**src/hw/pmirq_pkg.sv**
```systemverilog
// Purpose: constants and types for the interrupt mask and request-pin block
// Assumes: APB register access, one word per register index
// Notes:   byte address of a register is four times its index
package pmirq_pkg;

    localparam int ADDR_W = 17;
    localparam int DATA_W = 32;
    localparam int REG_W  = 16;
    localparam int IDX_W  = 15;
    localparam int GPIO_N = 3;

    ////////////////////////////////////////////////////////////////////////
    // register indices
    localparam logic [IDX_W-1:0] IDX_GPIO_EVENT  = 15'h4015;
    localparam logic [IDX_W-1:0] IDX_PIN_CONFIG  = 15'h4017;
    localparam logic [IDX_W-1:0] IDX_CAT_MASK    = 15'h4018;
    localparam logic [IDX_W-1:0] IDX_S1_MASK     = 15'h4019;
    localparam logic [IDX_W-1:0] IDX_GPIO_MASK   = 15'h4020;
    localparam logic [IDX_W-1:0] IDX_GPIO_TRIG   = 15'h4021;

    ////////////////////////////////////////////////////////////////////////
    // category bit positions
    localparam int CAT_POWER_STATE  = 15;
    localparam int CAT_TEMPERATURE  = 14;
    localparam int CAT_GPIO         = 13;
    localparam int CAT_ONPIN        = 12;
    localparam int CAT_WATCHDOG     = 11;
    localparam int CAT_AUX_CONV     = 8;
    localparam int CAT_POWER_PATH   = 7;
    localparam int CAT_CURRENT_SINK = 6;
    localparam int CAT_CLOCK        = 5;
    localparam int CAT_ONETIME_MEM  = 4;
    localparam int CAT_CHARGER      = 2;
    localparam int CAT_HIGH_CURRENT = 1;
    localparam int CAT_UNDERVOLTAGE = 0;
    localparam logic [REG_W-1:0] CAT_IMPL = 16'hf9f7;

    // status-one mask: bits 15..11 held here
    localparam int S1_LSB = 11;
    localparam int S1_N   = 5;
    localparam int S1_SYSTEM_LOW   = 4;
    localparam int S1_POWER_SOURCE = 3;
    localparam int S1_USB_CURRENT  = 2;
    localparam int S1_ONPIN_CHANGE = 1;
    localparam int S1_WDOG_TIMEOUT = 0;

    ////////////////////////////////////////////////////////////////////////
    // reset values
    localparam logic [GPIO_N-1:0]   GPIO_EVENT_RST = 3'h0;
    localparam logic [1:0]          PIN_CONFIG_RST = 2'h2;
    localparam logic [REG_W-1:0]    CAT_MASK_RST   = 16'hf9f7;
    localparam logic [S1_N-1:0]     S1_MASK_RST    = 5'h1f;
    localparam logic [GPIO_N-1:0]   GPIO_MASK_RST  = 3'h7;
    localparam logic [2*GPIO_N-1:0] GPIO_TRIG_RST  = 6'h00;

    typedef enum logic [1:0] {
        PMIRQ_TRIG_RISE,
        PMIRQ_TRIG_FALL,
        PMIRQ_TRIG_BOTH,
        PMIRQ_TRIG_HIGH
    } pmirq_trig_t;

    typedef struct packed {
        logic drive_type;
        logic output_block;
    } pmirq_pin_cfg_t;

endpackage

```
**src/hw/pmirq_top.sv**
```systemverilog
// Purpose: gpio event latches, category masks and interrupt request pin
// Assumes: inputs synchronous to REF_CLK; APB3 slave with no wait states
// Notes:   request pin is active low; pin follows INT_REQ in the same cycle while output block is 0
//
// Chosen here: the APB register port.
`timescale 1ns/1ps

// Functional notes
// gpio lines 3,2,1 latch at status bits 2,1,0 per own trigger mode
// latches reset to 0, stay set until software writes one to them
// drive type 0 push-pull, 1 open-drain with pull-up; resets to 1
// output block resets 0; when 1 the request pin never signals
// mask bit 0 lets event contribute; 1 suppresses it
// every first and second level mask bit resets to 1
// category mask bits: 15,14,13,12,11,8,7,6,5,4,2,1,0 by category
// assert pin while unmasked category pending and not blocked
module pmirq_top (
    input  wire logic                          REF_CLK,
    input  wire logic                          RST_N,
    input  wire logic                          PSEL,
    input  wire logic                          PENABLE,
    input  wire logic                          PWRITE,
    input  wire logic [pmirq_pkg::ADDR_W-1:0]  PADDR,
    input  wire logic [pmirq_pkg::DATA_W-1:0]  PWDATA,
    output logic      [pmirq_pkg::DATA_W-1:0]  PRDATA,
    output logic                               PREADY,
    output logic                               PSLVERR,
    input  wire logic [pmirq_pkg::GPIO_N-1:0]  GPIO_IN,
    input  wire logic [pmirq_pkg::REG_W-1:0]   CAT_PENDING,
    input  wire logic [pmirq_pkg::S1_N-1:0]    S1_LATCH,
    output logic                               INT_REQ,
    output logic                               REQ_PIN_O,
    output logic                               REQ_PIN_OE
);

    ////////////////////////////////////////////////////////////////////////
    // helpers

    function automatic logic reg_hit(
        input logic [pmirq_pkg::ADDR_W-1:0] addr,
        input logic [pmirq_pkg::IDX_W-1:0]  idx
    );
        reg_hit = (addr == {idx, 2'b00});
    endfunction

    function automatic logic trig_hit(
        input logic [1:0] mode,
        input logic       cur,
        input logic       prev
    );
        case (pmirq_pkg::pmirq_trig_t'(mode))
            pmirq_pkg::PMIRQ_TRIG_RISE: trig_hit = cur & ~prev;
            pmirq_pkg::PMIRQ_TRIG_FALL: trig_hit = ~cur & prev;
            pmirq_pkg::PMIRQ_TRIG_BOTH: trig_hit = cur ^ prev;
            pmirq_pkg::PMIRQ_TRIG_HIGH: trig_hit = cur;
            default:                    trig_hit = 1'b0;
        endcase
    endfunction

    ////////////////////////////////////////////////////////////////////////
    // state

    logic [pmirq_pkg::GPIO_N-1:0]   gpio_event;
    logic [pmirq_pkg::GPIO_N-1:0]   gpio_prev;
    pmirq_pkg::pmirq_pin_cfg_t      pin_cfg;
    logic [pmirq_pkg::REG_W-1:0]    cat_mask;
    logic [pmirq_pkg::S1_N-1:0]     s1_mask;
    logic [pmirq_pkg::GPIO_N-1:0]   gpio_mask;
    logic [2*pmirq_pkg::GPIO_N-1:0] gpio_trig;
    logic                           req;

    ////////////////////////////////////////////////////////////////////////
    // bus decode

    wire setup_phase  = PSEL & ~PENABLE;
    wire access_phase = PSEL & PENABLE;
    wire wr_access    = access_phase & PWRITE;

    wire hit_event  = reg_hit(PADDR, pmirq_pkg::IDX_GPIO_EVENT);
    wire hit_pin    = reg_hit(PADDR, pmirq_pkg::IDX_PIN_CONFIG);
    wire hit_cat    = reg_hit(PADDR, pmirq_pkg::IDX_CAT_MASK);
    wire hit_s1     = reg_hit(PADDR, pmirq_pkg::IDX_S1_MASK);
    wire hit_gmask  = reg_hit(PADDR, pmirq_pkg::IDX_GPIO_MASK);
    wire hit_gtrig  = reg_hit(PADDR, pmirq_pkg::IDX_GPIO_TRIG);
    wire hit_any    = hit_event | hit_pin | hit_cat | hit_s1 |
                      hit_gmask | hit_gtrig;

    wire wr_event   = wr_access & hit_event;
    wire wr_pin     = wr_access & hit_pin;
    wire wr_cat     = wr_access & hit_cat;
    wire wr_s1      = wr_access & hit_s1;
    wire wr_gmask   = wr_access & hit_gmask;
    wire wr_gtrig   = wr_access & hit_gtrig;

    // zero wait states: every access phase completes at once
    assign PREADY  = 1'b1;
    assign PSLVERR = access_phase & ~hit_any;

    ////////////////////////////////////////////////////////////////////////
    // read data, captured in the setup cycle so it is a flop output

    logic [pmirq_pkg::REG_W-1:0] rd_mux;

    always_comb begin
        rd_mux = '0;
        if (hit_event)
            rd_mux[pmirq_pkg::GPIO_N-1:0] = gpio_event;
        if (hit_pin)
            rd_mux[1:0] = pin_cfg;
        if (hit_cat)
            rd_mux = cat_mask & pmirq_pkg::CAT_IMPL;
        if (hit_s1)
            rd_mux[pmirq_pkg::REG_W-1:pmirq_pkg::S1_LSB] = s1_mask;
        if (hit_gmask)
            rd_mux[pmirq_pkg::GPIO_N-1:0] = gpio_mask;
        if (hit_gtrig)
            rd_mux[2*pmirq_pkg::GPIO_N-1:0] = gpio_trig;
    end

    always_ff @(posedge REF_CLK or negedge RST_N) begin
        if (!RST_N)
            PRDATA <= '0;
        else if (setup_phase && !PWRITE)
            PRDATA <= {{(pmirq_pkg::DATA_W-pmirq_pkg::REG_W){1'b0}}, rd_mux};
    end

    ////////////////////////////////////////////////////////////////////////
    // gpio event latches

    logic [pmirq_pkg::GPIO_N-1:0] gpio_set;
    logic [pmirq_pkg::GPIO_N-1:0] gpio_clr;
    logic [pmirq_pkg::GPIO_N-1:0] next_gpio_event;

    genvar g;
    generate
        for (g = 0; g < pmirq_pkg::GPIO_N; g++) begin : g_line
            assign gpio_set[g] = trig_hit(gpio_trig[2*g +: 2],
                                          GPIO_IN[g], gpio_prev[g]);
        end
    endgenerate

    // write-one-to-clear; a new event in the same cycle wins
    assign gpio_clr        = wr_event ? PWDATA[pmirq_pkg::GPIO_N-1:0] : '0;
    assign next_gpio_event = (gpio_event & ~gpio_clr) | gpio_set;

    always_ff @(posedge REF_CLK or negedge RST_N) begin
        if (!RST_N) begin
            gpio_event <= pmirq_pkg::GPIO_EVENT_RST;
            gpio_prev  <= '0;
        end else begin
            gpio_event <= next_gpio_event;
            gpio_prev  <= GPIO_IN;
        end
    end

    ////////////////////////////////////////////////////////////////////////
    // configuration and mask registers

    always_ff @(posedge REF_CLK or negedge RST_N) begin
        if (!RST_N) begin
            pin_cfg   <= pmirq_pkg::PIN_CONFIG_RST;
            cat_mask  <= pmirq_pkg::CAT_MASK_RST;
            s1_mask   <= pmirq_pkg::S1_MASK_RST;
            gpio_mask <= pmirq_pkg::GPIO_MASK_RST;
            gpio_trig <= pmirq_pkg::GPIO_TRIG_RST;
        end else begin
            if (wr_pin)
                pin_cfg <= PWDATA[1:0];
            if (wr_cat)
                cat_mask <= PWDATA[pmirq_pkg::REG_W-1:0]
                            & pmirq_pkg::CAT_IMPL;
            if (wr_s1)
                s1_mask <= PWDATA[pmirq_pkg::REG_W-1:pmirq_pkg::S1_LSB];
            if (wr_gmask)
                gpio_mask <= PWDATA[pmirq_pkg::GPIO_N-1:0];
            if (wr_gtrig)
                gpio_trig <= PWDATA[2*pmirq_pkg::GPIO_N-1:0];
        end
    end

    ////////////////////////////////////////////////////////////////////////
    // category summary and request

    logic [pmirq_pkg::S1_N-1:0]  s1_live;
    logic [pmirq_pkg::REG_W-1:0] cat_src;
    logic [pmirq_pkg::REG_W-1:0] cat_live;
    wire                         gpio_live = |(gpio_event & ~gpio_mask);

    assign s1_live = S1_LATCH & ~s1_mask;

    // local sources join the summaries made elsewhere in the controller
    always_comb begin
        cat_src = CAT_PENDING & pmirq_pkg::CAT_IMPL;
        cat_src[pmirq_pkg::CAT_GPIO] = cat_src[pmirq_pkg::CAT_GPIO]
                                       | gpio_live;
        cat_src[pmirq_pkg::CAT_POWER_PATH] =
            cat_src[pmirq_pkg::CAT_POWER_PATH]
            | s1_live[pmirq_pkg::S1_SYSTEM_LOW]
            | s1_live[pmirq_pkg::S1_POWER_SOURCE]
            | s1_live[pmirq_pkg::S1_USB_CURRENT];
        cat_src[pmirq_pkg::CAT_ONPIN] = cat_src[pmirq_pkg::CAT_ONPIN]
                                        | s1_live[pmirq_pkg::S1_ONPIN_CHANGE];
        cat_src[pmirq_pkg::CAT_WATCHDOG] =
            cat_src[pmirq_pkg::CAT_WATCHDOG]
            | s1_live[pmirq_pkg::S1_WDOG_TIMEOUT];
    end

    assign cat_live = cat_src & ~cat_mask;
    wire   next_req = |cat_live;

    always_ff @(posedge REF_CLK or negedge RST_N) begin
        if (!RST_N)
            req <= 1'b0;
        else
            req <= next_req;
    end

    assign INT_REQ = req;

    ////////////////////////////////////////////////////////////////////////
    // request pin, active low

    // blocking gates only the pin; INT_REQ still shows pending work
    wire pin_assert = req & ~pin_cfg.output_block;

    // open drain: release high via pull-up, never drive high
    assign REQ_PIN_O  = pin_cfg.drive_type ? 1'b0 : ~pin_assert;
    assign REQ_PIN_OE = pin_cfg.drive_type ? pin_assert : 1'b1;

    ////////////////////////////////////////////////////////////////////////
    // checks

    logic seen_clk;

    always_ff @(posedge REF_CLK or negedge RST_N) begin
        if (!RST_N)
            seen_clk <= 1'b0;
        else
            seen_clk <= 1'b1;
    end
endmodule

```
**config.mk**
```make
export PLATFORM = sky130hd
export DESIGN_NAME = pmirq_top
export DESIGN_NICKNAME = d
export VERILOG_FILES = /design/src/hw/pmirq_pkg.sv /design/src/hw/pmirq_top.sv
export SDC_FILE = /design/constraint.sdc
export NUM_CORES = 1
export LEC_CHECK = 0
export ABC_AREA = 1
export BUFFER_PORTS_ARGS = -buffer_cell sky130_fd_sc_hd__buf_2
export CAP_MARGIN = 30
export CORE_MARGIN = 2
export CORE_UTILIZATION = 40
export CTS_CLUSTER_DIAMETER = 100
export DETAILED_ROUTE_END_ITERATION = 8
export PLACE_DENSITY = 0.72
export SKIP_LAST_GASP = 1
export SLEW_MARGIN = 20
export SYNTH_ARGS = -nofsm -noshare
export SYNTH_HDL_FRONTEND = slang
export SYNTH_SLANG_ARGS = --single-unit
```
**constraint.sdc**
```tcl
create_clock -name REF_CLK -period 2.2 [get_ports REF_CLK]
set_input_delay 0.66 -clock REF_CLK [delete_from_list [all_inputs] [get_ports REF_CLK]]
set_output_delay 0.66 -clock REF_CLK [all_outputs]
set_load 0.1 [all_outputs]
```
# Yosys cells after proc, flatten, opt, wreduce, memory -nomap -nowiden
# Index checks and enable logic that the tools add are counted.
[totals] reg_bits=52 word_cells=94 in_bits=78
[classes] n_reduce_logical=7 n_mux=12 bitwise=50 n_eq_ne=15
[ops] op="$eq 17x17->1 const B" count=6
[ops] op="$and 1x1->1" count=17
[ops] op="$and 16x16->16" count=1
[ops] op="$mux 16" count=1
[ops] op="$not 16->16" count=1
[ops] op="$reduce_or 16->1" count=1
[ops] op="$eq 2x2->1 const B" count=6
[ops] op="$pmux 1 s4" count=3
[ops] op="$or 1x1->1" count=11
[ops] op="$not 1->1" count=10
[ops] op="$mux 3" count=3
[ops] op="$and 3x3->3" count=2
[ops] op="$eq 2x1->1 const B" count=3
[ops] op="$logic_not 2->1" count=3
[ops] op="$mux 6" count=1
[ops] op="$not 3->3" count=2
[ops] op="$and 5x5->5" count=1
[ops] op="$mux 5" count=1
[ops] op="$not 5->5" count=1
[ops] op="$or 3x3->3" count=1
[ops] op="$reduce_or 3->1" count=1
[ops] op="$xor 1x1->1" count=3
[ops] op="$mux 1" count=2
[ops] op="$mux 2" count=1
[ops] op="other kinds (2)" count=2

# Logic depth before layout (Yosys ltp)
# Gate-level depths: netlist of the first run.
[depth] ltp_word=8 depth_mapped=10 ltp_nobuf=10

# Least setup slack after synthesis of the first run
# Ideal clock, no wire load.
[synth_timing] kind="input to output" start="in PADDR[11] in the netlist's numbering" end="out PSLVERR" arrival_time_ns=4.035 path_buffers=1 stages=7 setup_slack_ns=-2.495 cell_sequence="nor2_1 -> nand2_1 -> nor2_8 -> buf_4 -> nand3_1 -> nand3_1 -> nor4_1"
[synth_via] elab_chain_cells=8 elab_cells_between_ends=13
[synth_rtl] item="from (decl)" line="pmirq_top.sv:23" rtl="input wire logic [pmirq_pkg::ADDR_W-1:0] PADDR,"
[synth_rtl] item="$eq 17x17->1" line="pmirq_top.sv:43" rtl="reg_hit = (addr == {idx, 2'b00});"
[synth_rtl] item="$or 1x1->1 (4 in series)" line="pmirq_top.sv:85" rtl="wire hit_any = hit_event | hit_pin | hit_cat | hit_s1 |"
[synth_rtl] item="$or 1x1->1 *" line="pmirq_top.sv:86" rtl="hit_gmask | hit_gtrig;"
[synth_rtl] item="$not 1->1 *" line="pmirq_top.sv:97" rtl="assign PSLVERR = access_phase & ~hit_any;"
[synth_rtl] item="$and 1x1->1 *" line="pmirq_top.sv:97"
[synth_rtl] item="to (decl)" line="pmirq_top.sv:27" rtl="output logic PSLVERR,"
# Every way passes the cells marked *; elsewhere a longest branch is shown, timed or not.

# Final worst setup path of the first run
[layout_timing] start="in PADDR[16] in the netlist's numbering" end="out PSLVERR"
# The elaborated chain is that of the path after synthesis.

==> results of run 1 <==
==> per-layer routing <==
layer	vias up	share of wire	global-route usage
li1	1340	-	-
met1	1244	0.44	0.248
met2	85	0.49	0.317
met3	10	0.055	0.0183
met4	0	0.016	0.0570
met5	-	0	0
==> per-stage QoR <==
stage                     utilization  power (mW)  TNS, ps  instance area [sq um]
after floorplan                     -        1.37     -692                   3070
after global placement          0.492        1.48     -212                   3530
after detailed placement        0.492        1.48     -265                   3530
after CTS                       0.528        2.06     -165                   3790
after global routing            0.542        2.16     -214                   3890
final                           0.542        2.06     -164                   3890
==> layout by cell type (no fill, tap or decap), types with 2 or more instances in the layout <==
cell type	Yosys	layout
nand2_1	68	64
buf_2	1	58
inv_1	62	56
dfrtp_1	28	27
buf_4	20	27
o21ai_0	25	24
nor2_1	30	22
dfstp_2	22	22
conb_1	2	19
buf_6	2	18
nand4_1	14	14
o21ai_2	10	10
o21ai_1	10	10
a21oi_1	8	8
nand3_2	1	8
inv_2	2	7
nor2_4	1	6
nand3_1	14	6
ha_1	6	6
o22ai_1	5	5
clkbuf_8	0	5
nor2_2	1	4
a21oi_2	4	4
o31ai_1	4	4
nand2_2	1	3
o211ai_1	3	3
nand2_4	0	2
nor2_8	2	2
nand3_4	1	2
inv_6	1	2
clkinvlp_4	0	2
==> power by group <==
group | internal (mW) | switching (mW) | leakage, nW
registers | 0.944 | 0.0156 | 0.571
logic | 0.119 | 0.423 | 1.35
clock network | 0.228 | 0.332 | 0.0408
total | 1.29 | 0.771 | 1.96
==> kinds of logic after synthesis <==
group | share of synthesized area
DFF | 0.436
adders and majority gates | 0.0256
muxes | 0.00384
other | 0.00256
AOI/OAI and AO/OA | 0.157
buffers and inverters | 0.148
and+or+nand+nor | 0.228
==> sequential cells by signal (all words and copies together) (netlist names) <==
signal	count
PRDATA	14
cat_mask	13
gpio_trig	6
s1_mask	5
gpio_event	3
gpio_mask	3
gpio_prev	3
pin_cfg	2
INT_REQ	1
==> how the worst min path moves through the flow <==
| stage | slack, ps | end | from | cells past startpoint |
|---|---|---|---|---|
| global route | 490 | PRDATA[13]$_DFFE_PN0P_ | RST_N | 2 |
| detailed placement | 470 | s1_mask[0]$_DFFE_PN1P_ | s1_mask[0]$_DFFE_PN1P_ | 2 |
| floorplan | 360 | INT_REQ$_DFF_PN0_ | RST_N | 0 |
| CTS | 460 | PRDATA[5]$_DFFE_PN0P_ | RST_N | 2 |
| global placement | 460 | s1_mask[1]$_DFFE_PN1P_ | s1_mask[1]$_DFFE_PN1P_ | 2 |
| finish | 440 | gpio_prev[0]$_DFF_PN0_ | RST_N | 2 |
==> cells in the mapped netlist, types with 8 or more instances <==
master    n
nand2_1  68
inv_1    62
nor2_1   30
dfrtp_1  28
o21ai_0  25
dfstp_2  22
buf_4    20
nand3_1  14
nand4_1  14
o21ai_1  10
o21ai_2  10
a21oi_1   8
==> worst max-delay path, cell delays in order <==
cell     delay, ps
buf_4          130
nand2_2         70
buf_4          100
nor2_2          40
nand3_2         80
nand3_2        100
nor4_4         320
buf_12         210
==> repair_timing <==
action,in CTS,in global routing
setup buffers,6,5
pin swaps,9,9
setup endpoints to repair,1,1
resized for setup,28,16
==> cell type report <==
type,instances,area (sq um)
clock buffers,5,68.8
well taps,99,124
clock inverters,3,23.8
repair buffers,104,716
multi-input cells,238,1430
inverters,65,251
fillers,693,3290
flip-flops and latches,50,1280
==> results.toml, run 1 <==
[power]
ir_drop_uv = 472
p_leak_nw = 1.96
power_density_nw_per_um2 = 530

[placement]
portBuffers = 74
gp_congestion = 0.891
place_inst = 545
place_hpwl_mm = 5.36
preCtsSetupSlack_ps = -265

[run_status]
violations = "negative setup slack"
status = "finished, violations left"

[synth]
syn_inst = 361
synthFlopType = "dfrtp_1"
yosysTopAreaCellShare = 0.239
synth.area.top_cells = "dfrtp_1 (24%), dfstp_2 (20%), nand2_1 (8.7%), inv_1 (7.9%), buf_4 (5.1%)"
ys_ff_latch = 50
synth_top_area_cell = "dfrtp_1"
synthArstFlopShare = 1.00
ys_seq_area_frac = 0.436
synth_area_sq_um = 2940
ys_types = 39
synth-edff-count = 0
yosysWarnings = 0
avgSynthCellArea_sq_um = 8.13

[global_routing]
antenna_found_initial = 0
grt_max_degree = 51
overflow = 0
grt_pass1_vias = 2521
grt_pass1_wl_mm = 11.6
grt_usage = 0.185

[final_layout]
nets = 548
syn_to_final_growth_pct = 32.5
antenna-diode-count = 0
drive_gt1_frac = 0.409
final_cells = 564

[drt]
via_per_inst = 4.75
drt_iter0_drc = 132
wirelength_mm = 7.16
drt_first_pass_iters = 4
ant_nets = 0
wl_per_cell_um = 12.7
drc = 0
vias = 2679

[clocking]
cts_root_buffer = "clkbuf_8"
cts_max_level = 2
clk_latency_ps = 310
cts_hold_buf = 0
cts_sinks = 50
cts_made_buffers = 5
tritoncts = "built"
clk_path_buf_depth = 2
clk_pin_slew_ps = 90

[worst_setup_path]
startpoint_type = "input pin"
rrSetupSlack_ps = 860
worst-setup-path-type = "in -> out"
r2r-start = "s1_mask[4]$_DFFE_PN1P_"
cp_max_fo = 4
reg2regPathDepth = 5
rr_endpoint = "INT_REQ$_DFF_PN0_"
crit_start = "PADDR[16]"
end_kind = "primary output"
crit_end = "PSLVERR"
worstPathRequired_ps = 1540
crit_arrival_ps = 1700

[floorplanning]
die_area_sq_um = 8040
die_y_um = 89.7
core-area_sq_um = 7180
initial_utilization = 0.409
io_pins = 115
dieWidth_um = 89.7
std_cell_rows = 31

[hold_path]
hp-class = "in -> async"

[sta]
relSlewSlack = 0.587
tightest_slew_ps = 619
fin_ws_ps = -164
holdWs_ps = 439
finalSetupViolCount = 1
period_needed_ps = 2360
max_freq_mhz = 423
finalHoldViolCount = 0
rsz0062_at_grt = "true"
drv_slew = 0
finClkSkew_ps = 12.8
period_share = 1.07

[run]
cap_violations = 0
Note: power is estimated with default switching activity, not from simulation.
==> run 2, diff against run 1 <==
--- a/config.mk
+++ b/config.mk
@@ -6,13 +6,15 @@
 export NUM_CORES = 1
 export LEC_CHECK = 0
 export ABC_AREA = 1
+export ABC_CLOCK_PERIOD_IN_PS = 2200
 export BUFFER_PORTS_ARGS = -buffer_cell sky130_fd_sc_hd__buf_2
 export CAP_MARGIN = 30
 export CORE_MARGIN = 2
 export CORE_UTILIZATION = 40
 export CTS_CLUSTER_DIAMETER = 100
 export DETAILED_ROUTE_END_ITERATION = 8
-export PLACE_DENSITY = 0.72
+export PLACE_DENSITY = 0.68
+export SETUP_SLACK_MARGIN = 0.02
 export SKIP_LAST_GASP = 1
 export SLEW_MARGIN = 20
 export SYNTH_ARGS = -nofsm -noshare
==> results.toml, run 2 (synthesis gave the netlist of run 1 again) <==
[run_status]
status = "finished, violations left"
violations = "negative setup slack"

[power]
p_switching_uw = 745
ir_drop_uv = 350
p_int_mw = 1.29
swShare = 0.366
power_density_nw_per_um2 = 528
seqPwrFrac = 0.470
p_leak_nw = 1.94
p_comb_frac = 0.270
pwr-share-clk = 0.259

[final_layout]
antenna-diode-count = 0
largest_register_ffs = 14
largestRegisters = "PRDATA (14), cat_mask (13), gpio_trig (6)"
final_common_cell = "nand2_1"
final_area_sq_um = 3860
finish.utilization = 0.538
nets = 541
syn_to_final_growth_pct = 31.4
fillers = 703
mostFrequentLayoutCells = "nand2_1 (64), inv_1 (56), buf_2 (56)"
top_register = "PRDATA"
drive_gt1_frac = 0.391

[worst_setup_path]
cp_max_fo = 4
worst-setup-path-type = "in -> out"
end_kind = "primary output"
crit_arrival_ps = 1700
worstPathRequired_ps = 1540
startpoint_type = "input pin"

[clocking]
cts_max_level = 2
tritoncts = "built"
cts_root_buffer = "clkbuf_8"
clk_pin_slew_ps = 100
clk_path_buf_depth = 2
cts_sinks = 50
cts_made_buffers = 5
clk_latency_ps = 310

[floorplanning]
core-area_sq_um = 7180
std_cell_rows = 31
die_area_sq_um = 8040
initial_utilization = 0.409
io_pins = 115
dieWidth_um = 89.7
die_y_um = 89.7

[sta]
finClkSkew_ps = 11.6
finalHoldViolCount = 0
finalSetupViolCount = 1
max_freq_mhz = 424
holdWs_ps = 226
rsz0062_at_grt = "true"
period_needed_ps = 2360
drv_slew = 0
period_share = 1.07
fin_ws_ps = -157

[drt]
vias = 2639
drt_iter0_drc = 160
wl_per_cell_um = 13.0
drc = 0
via_per_inst = 4.74
wirelength_mm = 7.23
ant_nets = 0
drt_first_pass_iters = 5

[placement]
place_area_sq_um = 3540
preCtsSetupSlack_ps = -246
gp_congestion = 0.865
portBuffers = 74
place_hpwl_mm = 5.45

[global_routing]
overflow = 0
antenna_found_initial = 0
grt_pass1_vias = 2504
grt_max_degree = 39
grt_pass1_wl_mm = 11.3
grt_usage = 0.184

[hold_path]
hp-class = "in -> async"

[run]
cap_violations = 0
run 2: cell types whose count changed in the layout (fill, tap and decap cells not counted), sizes merged:
cell / before / now
clkinvlp: 2 / 0
clkinv: 0 / 3
clkbuf: 5 / 6
inv: 66 / 64
buf: 104 / 97
run 2: final timing paths:
check	start	end	slack, ps	depth (start not counted)
min in group REF_CLK	s1_mask[4]$_DFFE_PN1P_	s1_mask[4]$_DFFE_PN1P_	480	2
worst min register to register	s1_mask[4]$_DFFE_PN1P_	s1_mask[4]$_DFFE_PN1P_	480	2
worst min-delay path	RST_N	PRDATA[12]$_DFFE_PN0P_	230	1
max in group asynchronous	RST_N	cat_mask[4]$_DFFE_PN1P_	1400	2
worst max register to register	s1_mask[4]$_DFFE_PN1P_	INT_REQ$_DFF_PN0_	850	5
worst max-delay path	PADDR[3]	PSLVERR	-160	9
run 2: routing by layer:
metal	part of all wire	vias to the layer above	global-route usage
met5	0	-	0
met4	0.017	0	0.0706
met3	0.059	9	0.0192
met2	0.50	92	0.315
met1	0.43	1213	0.241
li1	-	1325	-
run 2: final cells by class:
type	count	area, sq um	share of cell area
clock buffers	6	72.6	0.0188
clock inverters	2	13.8	0.00357
inverters	65	256	0.0665
multi-input cells	238	1420	0.369
flip-flops and latches	50	1280	0.332
well taps	99	124	0.0321
repair buffers	97	688	0.178
run 2: repair_timing:
action                                  4_1_cts  5_1_grt
endpoints found under the setup margin        1        1
setup buffers                                 2        2
gates resized for setup                      10       45
cloned                                        0        0
pin swaps                                     4       11
hold buffers                                  0        0
run 2: stage by stage:
stage	std cells	TNS [ps]	power, mW
finish	557	-157	2.04
global route	557	-209	2.13
CTS	555	-177	2.03
detailed placement	545	-246	1.49
global placement	545	-206	1.48
floorplan	378	-692	1.37
run 2: power by group through the flow:
stage	combinational (mW)	sequential (mW)	clock (mW)
final	0.551	0.958	0.528
after global routing	0.585	0.961	0.582
after CTS	0.521	0.958	0.553
after detailed placement	0.513	0.974	0
after global placement	0.506	0.974	0
after floorplan	0.254	1.12	0
run 2: critical path: stages:
cell      delay, ps
buf_6            80
inv_2            40
nand3_4         100
inv_4            50
buf_6           120
nand3_4          60
clkinv_4         60
nor4_4          310
buf_12          210
